[config.mk]
export PLATFORM = sky130hd
export DESIGN_NAME = cpu_arch_state
export DESIGN_NICKNAME = d
export VERILOG_FILES = /design/src/arch_state_pkg.sv /design/src/cpu_arch_state.sv
export SDC_FILE = /design/constraint.sdc
export NUM_CORES = 2
export LEC_CHECK = 0
export ABC_AREA = 1
export CORE_ASPECT_RATIO = 1.1
export CORE_MARGIN = 8
export CORE_UTILIZATION = 45
export CTS_CLUSTER_SIZE = 30
export DETAILED_ROUTE_END_ITERATION = 7
export DONT_BUFFER_PORTS = 1
export REMOVE_ABC_BUFFERS = 1
export SYNTH_ARGS = -nofsm -noshare
export SYNTH_HDL_FRONTEND = slang
export SYNTH_SLANG_ARGS = --single-unit
[constraint.sdc]
create_clock -name clk -period 2.7 [get_ports clk]
set_input_delay 0.27 -clock clk [delete_from_list [all_inputs] [get_ports clk]]
set_output_delay 0.27 -clock clk [all_outputs]
set_load 0.03 [all_outputs]
[src/arch_state_pkg.sv]
package arch_state_pkg;

  localparam int XLEN = 32;
  localparam int GPR_COUNT = 16;
  localparam int GPR_IDX_W = 4;
  localparam int LEVEL_W = 5;
  localparam int BUS_ADDR_W = 4;

  // Implicit roles of the top three general registers.
  localparam logic [3:0] GPR_VIRTUAL_ACC = 4'hd;
  localparam logic [3:0] GPR_FRAME_PTR = 4'he;
  localparam logic [3:0] GPR_STACK_PTR = 4'hf;

  // Register port word indices.
  localparam logic [3:0] REG_INSTRUCTION_POINTER = 4'h0;
  localparam logic [3:0] REG_PROGRAM_STATUS = 4'h1;
  localparam logic [3:0] REG_VECTOR_TABLE_BASE = 4'h2;
  localparam logic [3:0] REG_RETURN_POINTER = 4'h3;
  localparam logic [3:0] REG_SYSTEM_STACK = 4'h4;
  localparam logic [3:0] REG_USER_STACK = 4'h5;
  localparam logic [3:0] REG_MULDIV_HIGH = 4'h6;
  localparam logic [3:0] REG_MULDIV_LOW = 4'h7;
  localparam logic [3:0] REG_LEVEL_MASK = 4'h8;

  // Program status field positions.
  localparam int PS_CARRY = 0;
  localparam int PS_OVERFLOW = 1;
  localparam int PS_ZERO = 2;
  localparam int PS_NEGATIVE = 3;
  localparam int PS_IRQ_PERMIT = 4;
  localparam int PS_STACK_SELECT = 5;
  localparam int PS_STEP_TRACE = 8;
  localparam int PS_LEVEL_LSB = 16;
  localparam int PS_LEVEL_MSB = 20;
  localparam logic [31:0] PS_WRITABLE = 32'h001f013f;

  // Reset values.
  localparam logic [31:0] PS_RESET = 32'h000f0000;
  localparam logic [31:0] STACK_RESET = 32'h00000000;
  localparam logic [31:0] VECTOR_BASE_RESET = 32'h000ffc00;
  localparam logic [31:0] WORD_ZERO = 32'h00000000;

  // Direct addressing limits per access size.
  localparam logic [31:0] DIRECT_BYTE_LIMIT = 32'h000000ff;
  localparam logic [31:0] DIRECT_HALF_LIMIT = 32'h000001ff;
  localparam logic [31:0] DIRECT_WORD_LIMIT = 32'h000003ff;
  localparam int DIRECT_FIELD_W = 8;

  typedef enum logic [1:0] {
    SIZE_BYTE,
    SIZE_HALF,
    SIZE_WORD
  } access_size_type;

  typedef struct packed {
    logic update;
    logic [31:0] result;
    logic carry;
    logic overflow;
  } alu_flags_type;

  typedef struct packed {
    logic enable;
    logic [3:0] index;
    logic [31:0] data;
  } gpr_write_type;

  typedef struct packed {
    logic enable;
    logic [31:0] high;
    logic [31:0] low;
  } muldiv_write_type;

endpackage

[src/cpu_arch_state.sv]
`timescale 1ns/1ps
module cpu_arch_state #(
  parameter int GPR_NUM = 16,
  parameter logic [31:0] IP_RESET = 32'h00000000
) (
  input wire logic clk,
  input wire logic sys_rst,
  input wire logic [3:0] reg_addr,
  input wire logic [31:0] reg_wdata,
  input wire logic reg_wr,
  input wire logic reg_rd,
  output logic [31:0] reg_rdata,
  input wire logic [3:0] read_a_index,
  input wire logic [3:0] read_b_index,
  output logic [31:0] read_a_data,
  output logic [31:0] read_b_data,
  input wire arch_state_pkg::gpr_write_type gpr_write,
  input wire logic ip_load,
  input wire logic [31:0] ip_next,
  input wire logic rp_load,
  input wire logic [31:0] rp_next,
  input wire arch_state_pkg::alu_flags_type alu_flags,
  input wire arch_state_pkg::muldiv_write_type muldiv_write,
  input wire logic [7:0] direct_field,
  input wire arch_state_pkg::access_size_type direct_size,
  output logic [31:0] direct_addr,
  output logic direct_in_range,
  input wire logic instr_retire,
  output logic trace_trap,
  input wire logic irq_req,
  input wire logic [4:0] irq_level,
  output logic irq_accept,
  output logic [31:0] instruction_pointer,
  output logic [31:0] vector_table_base,
  output logic [31:0] return_pointer,
  output logic [31:0] program_status
);

  //////////////////////////////////////////////////////////////////////////////

  if (GPR_NUM != arch_state_pkg::GPR_COUNT) begin : g_bad_count
    $error("cpu_arch_state supports exactly sixteen general registers");
  end

  logic [31:0] gpr_q [0:14];
  logic [31:0] ip_q;
  logic [31:0] ps_q;
  logic [31:0] vtb_q;
  logic [31:0] rp_q;
  logic [31:0] ssp_q;
  logic [31:0] usp_q;
  logic [31:0] mdh_q;
  logic [31:0] mdl_q;
  logic [31:0] rdata_q;
  logic [31:0] read_a_q;
  logic [31:0] read_b_q;
  logic [31:0] dir_addr_q;
  logic dir_ok_q;
  logic trace_q;
  logic [31:0] ps_d;
  logic [31:0] dir_addr_d;
  logic stack_sel;
  logic [4:0] level_mask;
  logic bus_wr_ps;
  logic bus_wr_ilm;

  assign stack_sel = ps_q[arch_state_pkg::PS_STACK_SELECT];
  assign level_mask = ps_q[arch_state_pkg::PS_LEVEL_MSB:arch_state_pkg::PS_LEVEL_LSB];
  assign bus_wr_ps = reg_wr && reg_addr == arch_state_pkg::REG_PROGRAM_STATUS;
  assign bus_wr_ilm = reg_wr && reg_addr == arch_state_pkg::REG_LEVEL_MASK;

  // Register 15 resolves to whichever stack pointer the select flag names.
  function automatic logic [31:0] gpr_read(input logic [3:0] idx, input logic sel,
                                           input logic [31:0] system_stack_pointer, input logic [31:0] user_stack_pointer,
                                           input logic [31:0] low_value);
    if (idx == arch_state_pkg::GPR_STACK_PTR) begin
      gpr_read = sel ? user_stack_pointer : system_stack_pointer;
    end else begin
      gpr_read = low_value;
    end
  endfunction

  //////////////////////////////////////////////////////////////////////////////
  // General registers 0 to 14 carry no reset, so their power-up value is free.

  always_ff @(posedge clk) begin
    if (gpr_write.enable && gpr_write.index != arch_state_pkg::GPR_STACK_PTR) begin
      gpr_q[gpr_write.index] <= gpr_write.data;
    end
  end

  always_ff @(posedge clk) begin
    read_a_q <= gpr_read(read_a_index, stack_sel, ssp_q, usp_q,
                         gpr_q[read_a_index[3] && read_a_index[2:0] == 3'h7 ? 4'h0 : read_a_index]);
    read_b_q <= gpr_read(read_b_index, stack_sel, ssp_q, usp_q,
                         gpr_q[read_b_index[3] && read_b_index[2:0] == 3'h7 ? 4'h0 : read_b_index]);
  end

  assign read_a_data = read_a_q;
  assign read_b_data = read_b_q;

  //////////////////////////////////////////////////////////////////////////////
  // Stack pointers: the register port has priority over a pipeline write.

  always_ff @(posedge clk) begin
    if (sys_rst) begin
      ssp_q <= arch_state_pkg::STACK_RESET;
    end else if (reg_wr && reg_addr == arch_state_pkg::REG_SYSTEM_STACK) begin
      ssp_q <= reg_wdata;
    end else if (gpr_write.enable && gpr_write.index == arch_state_pkg::GPR_STACK_PTR && !stack_sel) begin
      ssp_q <= gpr_write.data;
    end
  end

  always_ff @(posedge clk) begin
    if (sys_rst) begin
      usp_q <= arch_state_pkg::STACK_RESET;
    end else if (reg_wr && reg_addr == arch_state_pkg::REG_USER_STACK) begin
      usp_q <= reg_wdata;
    end else if (gpr_write.enable && gpr_write.index == arch_state_pkg::GPR_STACK_PTR && stack_sel) begin
      usp_q <= gpr_write.data;
    end
  end

  //////////////////////////////////////////////////////////////////////////////
  // Dedicated registers.

  always_ff @(posedge clk) begin
    if (sys_rst) begin
      ip_q <= IP_RESET;
    end else if (reg_wr && reg_addr == arch_state_pkg::REG_INSTRUCTION_POINTER) begin
      ip_q <= reg_wdata;
    end else if (ip_load) begin
      ip_q <= ip_next;
    end
  end

  always_ff @(posedge clk) begin
    if (sys_rst) begin
      vtb_q <= arch_state_pkg::VECTOR_BASE_RESET;
    end else if (reg_wr && reg_addr == arch_state_pkg::REG_VECTOR_TABLE_BASE) begin
      vtb_q <= reg_wdata;
    end
  end

  always_ff @(posedge clk) begin
    if (sys_rst) begin
      rp_q <= arch_state_pkg::WORD_ZERO;
    end else if (reg_wr && reg_addr == arch_state_pkg::REG_RETURN_POINTER) begin
      rp_q <= reg_wdata;
    end else if (rp_load) begin
      rp_q <= rp_next;
    end
  end

  always_ff @(posedge clk) begin
    if (sys_rst) begin
      mdh_q <= arch_state_pkg::WORD_ZERO;
      mdl_q <= arch_state_pkg::WORD_ZERO;
    end else if (muldiv_write.enable) begin
      mdh_q <= muldiv_write.high;
      mdl_q <= muldiv_write.low;
    end else if (reg_wr && reg_addr == arch_state_pkg::REG_MULDIV_HIGH) begin
      mdh_q <= reg_wdata;
    end else if (reg_wr && reg_addr == arch_state_pkg::REG_MULDIV_LOW) begin
      mdl_q <= reg_wdata;
    end
  end

  //////////////////////////////////////////////////////////////////////////////
  // Program status: flag updates from the ALU, overridden by a port write.

  always_comb begin
    ps_d = ps_q;
    if (alu_flags.update) begin
      ps_d[arch_state_pkg::PS_NEGATIVE] = alu_flags.result[31];
      ps_d[arch_state_pkg::PS_ZERO] = alu_flags.result == arch_state_pkg::WORD_ZERO;
      ps_d[arch_state_pkg::PS_OVERFLOW] = alu_flags.overflow;
      ps_d[arch_state_pkg::PS_CARRY] = alu_flags.carry;
    end
    if (bus_wr_ps) begin
      ps_d = reg_wdata & arch_state_pkg::PS_WRITABLE;
    end else if (bus_wr_ilm) begin
      ps_d[arch_state_pkg::PS_LEVEL_MSB:arch_state_pkg::PS_LEVEL_LSB] = reg_wdata[4:0];
    end
  end

  always_ff @(posedge clk) begin
    if (sys_rst) begin
      ps_q <= arch_state_pkg::PS_RESET;
    end else begin
      ps_q <= ps_d;
    end
  end

  //////////////////////////////////////////////////////////////////////////////
  // Interrupt acceptance and step trace.

  assign irq_accept = irq_req && ps_q[arch_state_pkg::PS_IRQ_PERMIT]
                      && irq_level < level_mask;

  always_ff @(posedge clk) begin
    if (sys_rst) begin
      trace_q <= 1'b0;
    end else begin
      trace_q <= instr_retire && ps_q[arch_state_pkg::PS_STEP_TRACE];
    end
  end

  assign trace_trap = trace_q;

  //////////////////////////////////////////////////////////////////////////////
  // Direct addressing: field scaled by access size, never read from a register.

  always_comb begin
    dir_addr_d = {24'h000000, direct_field};
    if (direct_size == arch_state_pkg::SIZE_HALF) begin
      dir_addr_d = {23'h0, direct_field, 1'b0};
    end else if (direct_size == arch_state_pkg::SIZE_WORD) begin
      dir_addr_d = {22'h0, direct_field, 2'h0};
    end
  end

  always_ff @(posedge clk) begin
    if (sys_rst) begin
      dir_addr_q <= arch_state_pkg::WORD_ZERO;
      dir_ok_q <= 1'b0;
    end else begin
      dir_addr_q <= dir_addr_d;
      unique case (direct_size)
        arch_state_pkg::SIZE_BYTE: dir_ok_q <= dir_addr_d <= arch_state_pkg::DIRECT_BYTE_LIMIT;
        arch_state_pkg::SIZE_HALF: dir_ok_q <= dir_addr_d <= arch_state_pkg::DIRECT_HALF_LIMIT;
        arch_state_pkg::SIZE_WORD: dir_ok_q <= dir_addr_d <= arch_state_pkg::DIRECT_WORD_LIMIT;
        default: dir_ok_q <= 1'b0;
      endcase
    end
  end

  assign direct_addr = dir_addr_q;
  assign direct_in_range = dir_ok_q;

  //////////////////////////////////////////////////////////////////////////////
  // Register port read: data one cycle after the strobe, zero when unmapped.

  always_ff @(posedge clk) begin
    if (sys_rst) begin
      rdata_q <= arch_state_pkg::WORD_ZERO;
    end else if (reg_rd) begin
      unique case (reg_addr)
        arch_state_pkg::REG_INSTRUCTION_POINTER: rdata_q <= ip_q;
        arch_state_pkg::REG_PROGRAM_STATUS: rdata_q <= ps_q;
        arch_state_pkg::REG_VECTOR_TABLE_BASE: rdata_q <= vtb_q;
        arch_state_pkg::REG_RETURN_POINTER: rdata_q <= rp_q;
        arch_state_pkg::REG_SYSTEM_STACK: rdata_q <= ssp_q;
        arch_state_pkg::REG_USER_STACK: rdata_q <= usp_q;
        arch_state_pkg::REG_MULDIV_HIGH: rdata_q <= mdh_q;
        arch_state_pkg::REG_MULDIV_LOW: rdata_q <= mdl_q;
        arch_state_pkg::REG_LEVEL_MASK: rdata_q <= {27'h0, level_mask};
        default: rdata_q <= arch_state_pkg::WORD_ZERO;
      endcase
    end else begin
      rdata_q <= arch_state_pkg::WORD_ZERO;
    end
  end

  assign reg_rdata = rdata_q;
  assign instruction_pointer = ip_q;
  assign vector_table_base = vtb_q;
  assign return_pointer = rp_q;
  assign program_status = ps_q;

  //////////////////////////////////////////////////////////////////////////////
  // Checks.

  a_stack_select_read: assert property (
    @(posedge clk) disable iff (sys_rst)
    read_a_index == arch_state_pkg::GPR_STACK_PTR |=>
      read_a_data == ($past(stack_sel) ? $past(usp_q) : $past(ssp_q)))
    else $error("register 15 read did not follow the stack select flag");

  a_stack_write_steer: assert property (
    @(posedge clk) disable iff (sys_rst)
    gpr_write.enable && gpr_write.index == arch_state_pkg::GPR_STACK_PTR && !reg_wr |=>
      ($past(stack_sel) ? usp_q : ssp_q) == $past(gpr_write.data))
    else $error("register 15 write reached the wrong stack pointer");

  a_reset_stack_zero: assert property (
    @(posedge clk) $past(sys_rst) && !sys_rst |-> ssp_q == arch_state_pkg::STACK_RESET && !stack_sel)
    else $error("register 15 is not zero after reset");

  a_zero_neg_flags: assert property (
    @(posedge clk) disable iff (sys_rst)
    alu_flags.update && !reg_wr |=>
      ps_q[arch_state_pkg::PS_ZERO] == ($past(alu_flags.result) == arch_state_pkg::WORD_ZERO)
      && ps_q[arch_state_pkg::PS_NEGATIVE] == $past(alu_flags.result[31]))
    else $error("zero or negative flag does not match the result");

  a_carry_overflow: assert property (
    @(posedge clk) disable iff (sys_rst)
    alu_flags.update && !reg_wr |=>
      ps_q[arch_state_pkg::PS_CARRY] == $past(alu_flags.carry)
      && ps_q[arch_state_pkg::PS_OVERFLOW] == $past(alu_flags.overflow))
    else $error("carry or overflow flag does not match the ALU");

  a_irq_permit_gate: assert property (
    @(posedge clk) disable iff (sys_rst)
    !ps_q[arch_state_pkg::PS_IRQ_PERMIT] |-> !irq_accept)
    else $error("interrupt accepted while not permitted");

  a_irq_level_cmp: assert property (
    @(posedge clk) disable iff (sys_rst)
    irq_req && ps_q[arch_state_pkg::PS_IRQ_PERMIT] |->
      irq_accept == (irq_level < ps_q[arch_state_pkg::PS_LEVEL_MSB:arch_state_pkg::PS_LEVEL_LSB]))
    else $error("interrupt acceptance disagrees with the level mask");

  a_trace_trap_pulse: assert property (
    @(posedge clk) disable iff (sys_rst)
    instr_retire ##1 trace_trap |-> $past(ps_q[arch_state_pkg::PS_STEP_TRACE]))
    else $error("step trace trap raised while trace disabled");

  a_direct_range: assert property (
    @(posedge clk) disable iff (sys_rst)
    direct_size == arch_state_pkg::SIZE_WORD |=>
      direct_in_range && direct_addr <= arch_state_pkg::DIRECT_WORD_LIMIT && direct_addr[1:0] == 2'h0)
    else $error("direct word address outside its area");

  a_muldiv_capture: assert property (
    @(posedge clk) disable iff (sys_rst)
    muldiv_write.enable |=> mdh_q == $past(muldiv_write.high) && mdl_q == $past(muldiv_write.low))
    else $error("multiply result pair not captured");

  a_read_port_timing: assert property (
    @(posedge clk) disable iff (sys_rst)
    reg_rd && reg_addr == arch_state_pkg::REG_PROGRAM_STATUS |=> reg_rdata == $past(ps_q))
    else $error("program status read data wrong");

  // Read data must fall back to zero in any cycle that does not follow a read strobe.
  a_rdata_idle_zero: assert property (
    @(posedge clk) disable iff (sys_rst)
    !reg_rd |=> reg_rdata == arch_state_pkg::WORD_ZERO)
    else $error("read data not zero without a read strobe");

  a_trap_needs_retire: assert property (
    @(posedge clk) disable iff (sys_rst)
    !instr_retire |=> !trace_trap)
    else $error("step trace trap raised without a retired instruction");

endmodule

# Yosys cells after proc, flatten, opt, wreduce, memory -nomap -nowiden
# Memories as Yosys holds them, arrays and structs flattened.
# Index checks and enable logic that the tools add are counted.
# Widths: inputs -> output; s select.
word_totals:
  in_bits: 268
  ram_bits: 480
  n_memories: 1
  output_inout_bits: 259
  elab_cells: 99
  ff_bits: 366
memory_table:
  columns: ["name", "depth", "word_bits", "rd", "rd_clocked_by_memory_dff", "write_ports", "line_no", "rtl"]
  rows:
  - ["gpr_q", 15, 32, 2, 0, 1, "cpu_arch_state.sv:45", "logic [31:0] gpr_q [0:14];"]
classes:
  eq_ne: 17
  bitwise: 1
  n_mux: 28
  reduce_logical: 32
  n_lt_le_gt_ge: 4
ops:
  columns: ["op", "count"]
  rows:
  - ["$mux 32", 16]
  - ["$pmux 32 s9", 1]
  - ["$le 32x10->1 const B", 1]
  - ["$le 32x8->1 const B", 1]
  - ["$le 32x9->1 const B", 1]
  - ["$logic_not 32->1", 1]
  - ["$mux 10", 2]
  - ["$logic_and 1x1->1", 18]
  - ["$eq 4x3->1 const B", 4]
  - ["$eq 4x4->1 const B", 4]
  - ["$mux 4", 4]
  - ["$reduce_bool 2->1", 8]
  - ["$mux 5", 2]
  - ["$eq 4x2->1 const B", 2]
  - ["$eq 3x3->1 const B", 2]
  - ["$lt 5x5->1", 1]
  - ["$eq 4x1->1 const B", 1]
  - ["$logic_not 4->1", 1]
  - ["$ne 4x4->1 const B", 1]
  - ["$pmux 1 s3", 1]
  - ["$eq 2x1->1 const B", 1]
  - ["$eq 2x2->1 const B", 1]
  - ["$logic_not 2->1", 1]
  - ["$mux 1", 2]
  - ["5 further kinds", 5]

# Longest topological paths before layout
logic_depth:
  ltp_word: 5
  ltp_mapped: 15

# Least setup slack after synthesis
# Ideal clock, no wire load.
synth_timing:
  path_kind: "input to register"
  start: "in gpr_write[36] in the netlist's numbering"
  end: "mem gpr_q[12][0] (enable)"
  cell_stages: 2
  required_ns: 2.279
  arrival_ns: 1.869
  setup_slack_ns: 0.410
  cell_sequence: "nand3_1 > nor2_1"
synth_via:
  elab_chain_len: 3
synth_lines:
  columns: ["element", "line_no", "rtl"]
  rows:
  - ["from (decl)", "cpu_arch_state.sv:17", "input wire arch_state_pkg::gpr_write_type gpr_write,"]
  - ["$logic_and 1x1->1", "cpu_arch_state.sv:87", "if (gpr_write.enable && gpr_write.index != arch_state_pkg::GPR_STACK_PTR) begin"]
  - ["$mux 1", "cpu_arch_state.sv:87", null]
  - ["$mux 1 (implied by the code)", "cpu_arch_state.sv:88", "gpr_q[gpr_write.index] <= gpr_write.data;"]
  - ["to (decl)", "cpu_arch_state.sv:45", null]
# Every way passes these cells.

# Final worst setup path
layout_timing:
  start: "in direct_size[1]"
  end: "reg dir_ok_q, in the netlist direct_in_range"
layout_via:
  elab_chain_len: 5
  word_cells_on_any_way: 9
layout_lines:
  columns: ["element", "line_no", "rtl"]
  rows:
  - ["from (decl)", "cpu_arch_state.sv:25", "input wire arch_state_pkg::access_size_type direct_size,"]
  - ["$eq 2x2->1", "cpu_arch_state.sv:219, cpu_arch_state.sv:230", null]
  - ["$mux 10", "cpu_arch_state.sv:219", "end else if (direct_size == arch_state_pkg::SIZE_WORD) begin"]
  - ["$mux 10", "cpu_arch_state.sv:217", "if (direct_size == arch_state_pkg::SIZE_HALF) begin"]
  - ["$le 32x10->1, or another cell as far along", "cpu_arch_state.sv:233", "arch_state_pkg::SIZE_WORD: dir_ok_q <= dir_addr_d <= arch_state_pkg::DIRECT_WORD_LIMIT;"]
  - ["$pmux 1 s3 *", "cpu_arch_state.sv:230", "unique case (direct_size)"]
  - ["to (signal assigned)", "cpu_arch_state.sv:231", "arch_state_pkg::SIZE_BYTE: dir_ok_q <= dir_addr_d <= arch_state_pkg::DIRECT_BYTE_LIMIT;"]
  - ["to (signal assigned)", "cpu_arch_state.sv:232", "arch_state_pkg::SIZE_HALF: dir_ok_q <= dir_addr_d <= arch_state_pkg::DIRECT_HALF_LIMIT;"]
  - ["to (signal assigned)", "cpu_arch_state.sv:233", null]
  - ["to (decl)", "cpu_arch_state.sv:58", "logic dir_ok_q;"]
# Mark *: on every way between the ends. The rest lies on a longest branch, timed or not.
# A chain may end at the register's enable or synchronous reset.

==> flow_summary.ini <==
[logic_synthesis]
ys_seq_area_frac = 0.5407
ys_seq_elements = 824
postSynthAreaPerCell_um2 = 8.382
ys_warn_count = 0
synth_cells = 4700
synth.most_common_cell = nand2_1
synth.distinct_cells = 49
yosys-top-cells-count = 949 x nand2_1, 573 x o21ai_0, 480 x edfxtp_1, 454 x nand3_1, 417 x inv_1
syn_area_um2 = 39400
synthFlopType = edfxtp_1
synth_top_area_cell = edfxtp_1
synthTopCellsByArea = edfxtp_1 37%, dfxtp_1 17%, nand2_1 9.0%, o21ai_0 7.3%, nand3_1 5.8%
synth.top_cell.area_share = 0.3659
synth_edf_count = 480
synthArstFlopShare = 0

[placement]
place_area_um2 = 40880
place.gp.congestion = 0.8745
hpwlAfterDp_um = 99310
portBuffers = 0

[die]
die_w_um = 298.1
initial_utilization = 0.4513
core_um2 = 87290
die_h_um = 326.3
io_pins = 527
dieArea_um2 = 97280
row_count = 114

[detailed_routing]
first_pass_iters = 6
drt_iter0_markers = 4106
drc_errors = 0
vias = 36992
postRouteAntennaNets = 0
totalWireLength_um = 164300
wl_per_cell_um = 26.71
viasPerCell = 6.014

[clock_tree]
cts.clk_slew.worst_paths_ns = 0.06
cts_tree = built
clk_path_buf_depth = 3
cts_sinks = 824
cts-root-buf = clkbuf_16
htree_levels = 3
clock_latency_ns = 0.66
cts_buffers = 89
post_cts_buffers = 0

[timing]
period_share = 0.9624
rsz0062_at_grt = false
slew_headroom = 0.2150
period_minus_slack_ns = 2.599
fmax_ghz = 0.3848
setup_violations = 0
tightestPinTransition_ns = 1.174
hold_ws_ns = 0.02681
hold_viol_final = 0
skew_ns = 0.02169
drv_slew = 0

[worst_setup_path]
r2r-start = program_status[5]
crit_arrival_ns = 3.13
cp-end-kind = flop
cpMaxStageDelayCell = dlygate4sd3_1
cpMostUsedCell = dlygate4sd3_1
worstPathRequired_ns = 3.24
path_class = input pin to flop
crit_path_start = direct_size[1]
path_cells = dlygate4sd3_1 -> inv_1 -> ha_1 -> nor2_2 -> a22oi_1 -> dlygate4sd3_1 -> a31oi_1 -> nor3_1 -> dlygate4sd3_1
crit_family = buffers and inverters
crit_path_start_kind = input pin
cpPeakStageDelay_ns = 0.62
critPathMaxFanout = 8
crit_buf_inv = 4

[flow_run]
cap_violations = 0

[power]
power.density_nw_per_um2 = 636.9
ir_worst_vdd_mv = 0.4363
p_leak_nw = 18.16

[cells_and_area]
final_cell_area_um2 = 47160
nets = 5180
drive_gt1_frac = 0.06937
area_delta_synth_final_pct = 19.70
fill_cells = 7843

[grt]
grt_pass1_wl_um = 236600
grt_max_degree = 83
globalRouteTotalUtil = 0.3211
grt_pass1_vias = 35323
grt.overflow.total = 0
antenna_found_initial = 14

[worst_hold_path]
hp-start = read_b_index[0]
hp-class = input pin to flop

[run_status]
status = finished, final reports clean
kinds of logic (layout without fill, tap and decap cells):
| kind of cell | Yosys count | in the layout | synth area share |
|---|---|---|---|
| and+or+nand+nor | 1755 | 1755 | 0.1859 |
| buffers and inverters | 811 | 1043 | 0.08527 |
| AOI/OAI and AO/OA | 1298 | 1298 | 0.1847 |
| other | 1 | 60 | 0.00009519 |
| adders and majority gates | 8 | 8 | 0.002541 |
| muxes | 3 | 3 | 0.0007622 |
| DFF | 824 | 824 | 0.5407 |
what timing repair did:
action,in CTS,in global routing
hold buffers,325,0
hold endpoints to repair,787,0
endpoints found under the setup margin,1,1
pin swaps,0,0
resized for setup,1,1
routing by layer:
| metal | GRT usage | up-vias | share of wire |
|---|---|---|---|
| met3 | 0.07077 | 494 | 0.11 |
| met2 | 0.5304 | 2455 | 0.47 |
| li1 | - | 16504 | - |
| met1 | 0.3910 | 17535 | 0.37 |
| met4 | 0.1720 | 4 | 0.058 |
| met5 | 0 | - | 0.00018 |
sequential cells by signal, indices dropped and copies added (netlist names):
signal / count
ssp_q: 32
gpr_q: 480
direct_in_range: 1
reg_rdata: 32
instruction_pointer: 32
direct_addr: 10
program_status: 12
mdl_q: 32
read_b_data: 32
vector_table_base: 32
read_a_data: 32
trace_trap: 1
return_pointer: 32
usp_q: 32
mdh_q: 32
where the power goes:
part           switching (mW)  internal [mW]
logic                    2.22           1.15
registers               0.773           13.8
clock network            5.15           6.99
cell type report:
type,instances,area [µm²],area share
inverter,432,1627,0.03449
clock inverter,28,222.7,0.004723
tap,1160,1451,0.03078
clock buffer,132,2625,0.05567
sequential,824,21300,0.4517
antenna,18,45.04,0.0009552
timing repair buffer,451,4792,0.1016
multi-input combinational,3106,15090,0.3200
worst paths after layout:
path | end | slack [ns] | cells after the start
min reg2reg | reg_rdata[6] | 0.51 | 2
max | direct_in_range | 0.10 | 9
min | read_b_data[10] | 0.03 | 4
max reg2reg | read_b_data[19] | 0.31 | 6
worst reg2reg max path, cell delays in order (launching register included):
cell and delay [ns]:
dfxtp_2 0.59, buf_12 0.29, mux2i_1 0.60, nand2_1 0.10, nand2_1 0.12, nor2_1 0.05, dlygate4sd3_1 0.54
cell usage in the layout, fill, tap and decap left out, drive strengths merged, types with 10 or more instances in the layout:
master       instances
nand2              955
o21ai              587
edfxtp             480
nand3              454
inv                431
a21oi              364
dfxtp              344
dlygate4sd3        315
nor2               297
o211ai             142
buf                136
clkbuf             132
a31oi              101
conb                42
or2                 31
o22ai               26
clkinv              24
diode               18
a22oi               15
o21bai              14
o2111ai             12
o221ai              10
stage by stage:
stage	utilization	instances	TNS (ns)	setup WS, ns	total power [mW]
detailed placement	0.4683	5648	0	0.6004	17.30
finish	0.5402	6151	0	0.1015	30.04
global placement	0.4683	5648	0	0.5970	17.28
global route	0.5399	6141	0	0.006984	30.88
floorplan	-	4362	-310.27	-2.963	16.24
CTS	0.5397	6133	0	0.09585	30.06
Note: power is estimated with default switching activity, not from simulation.
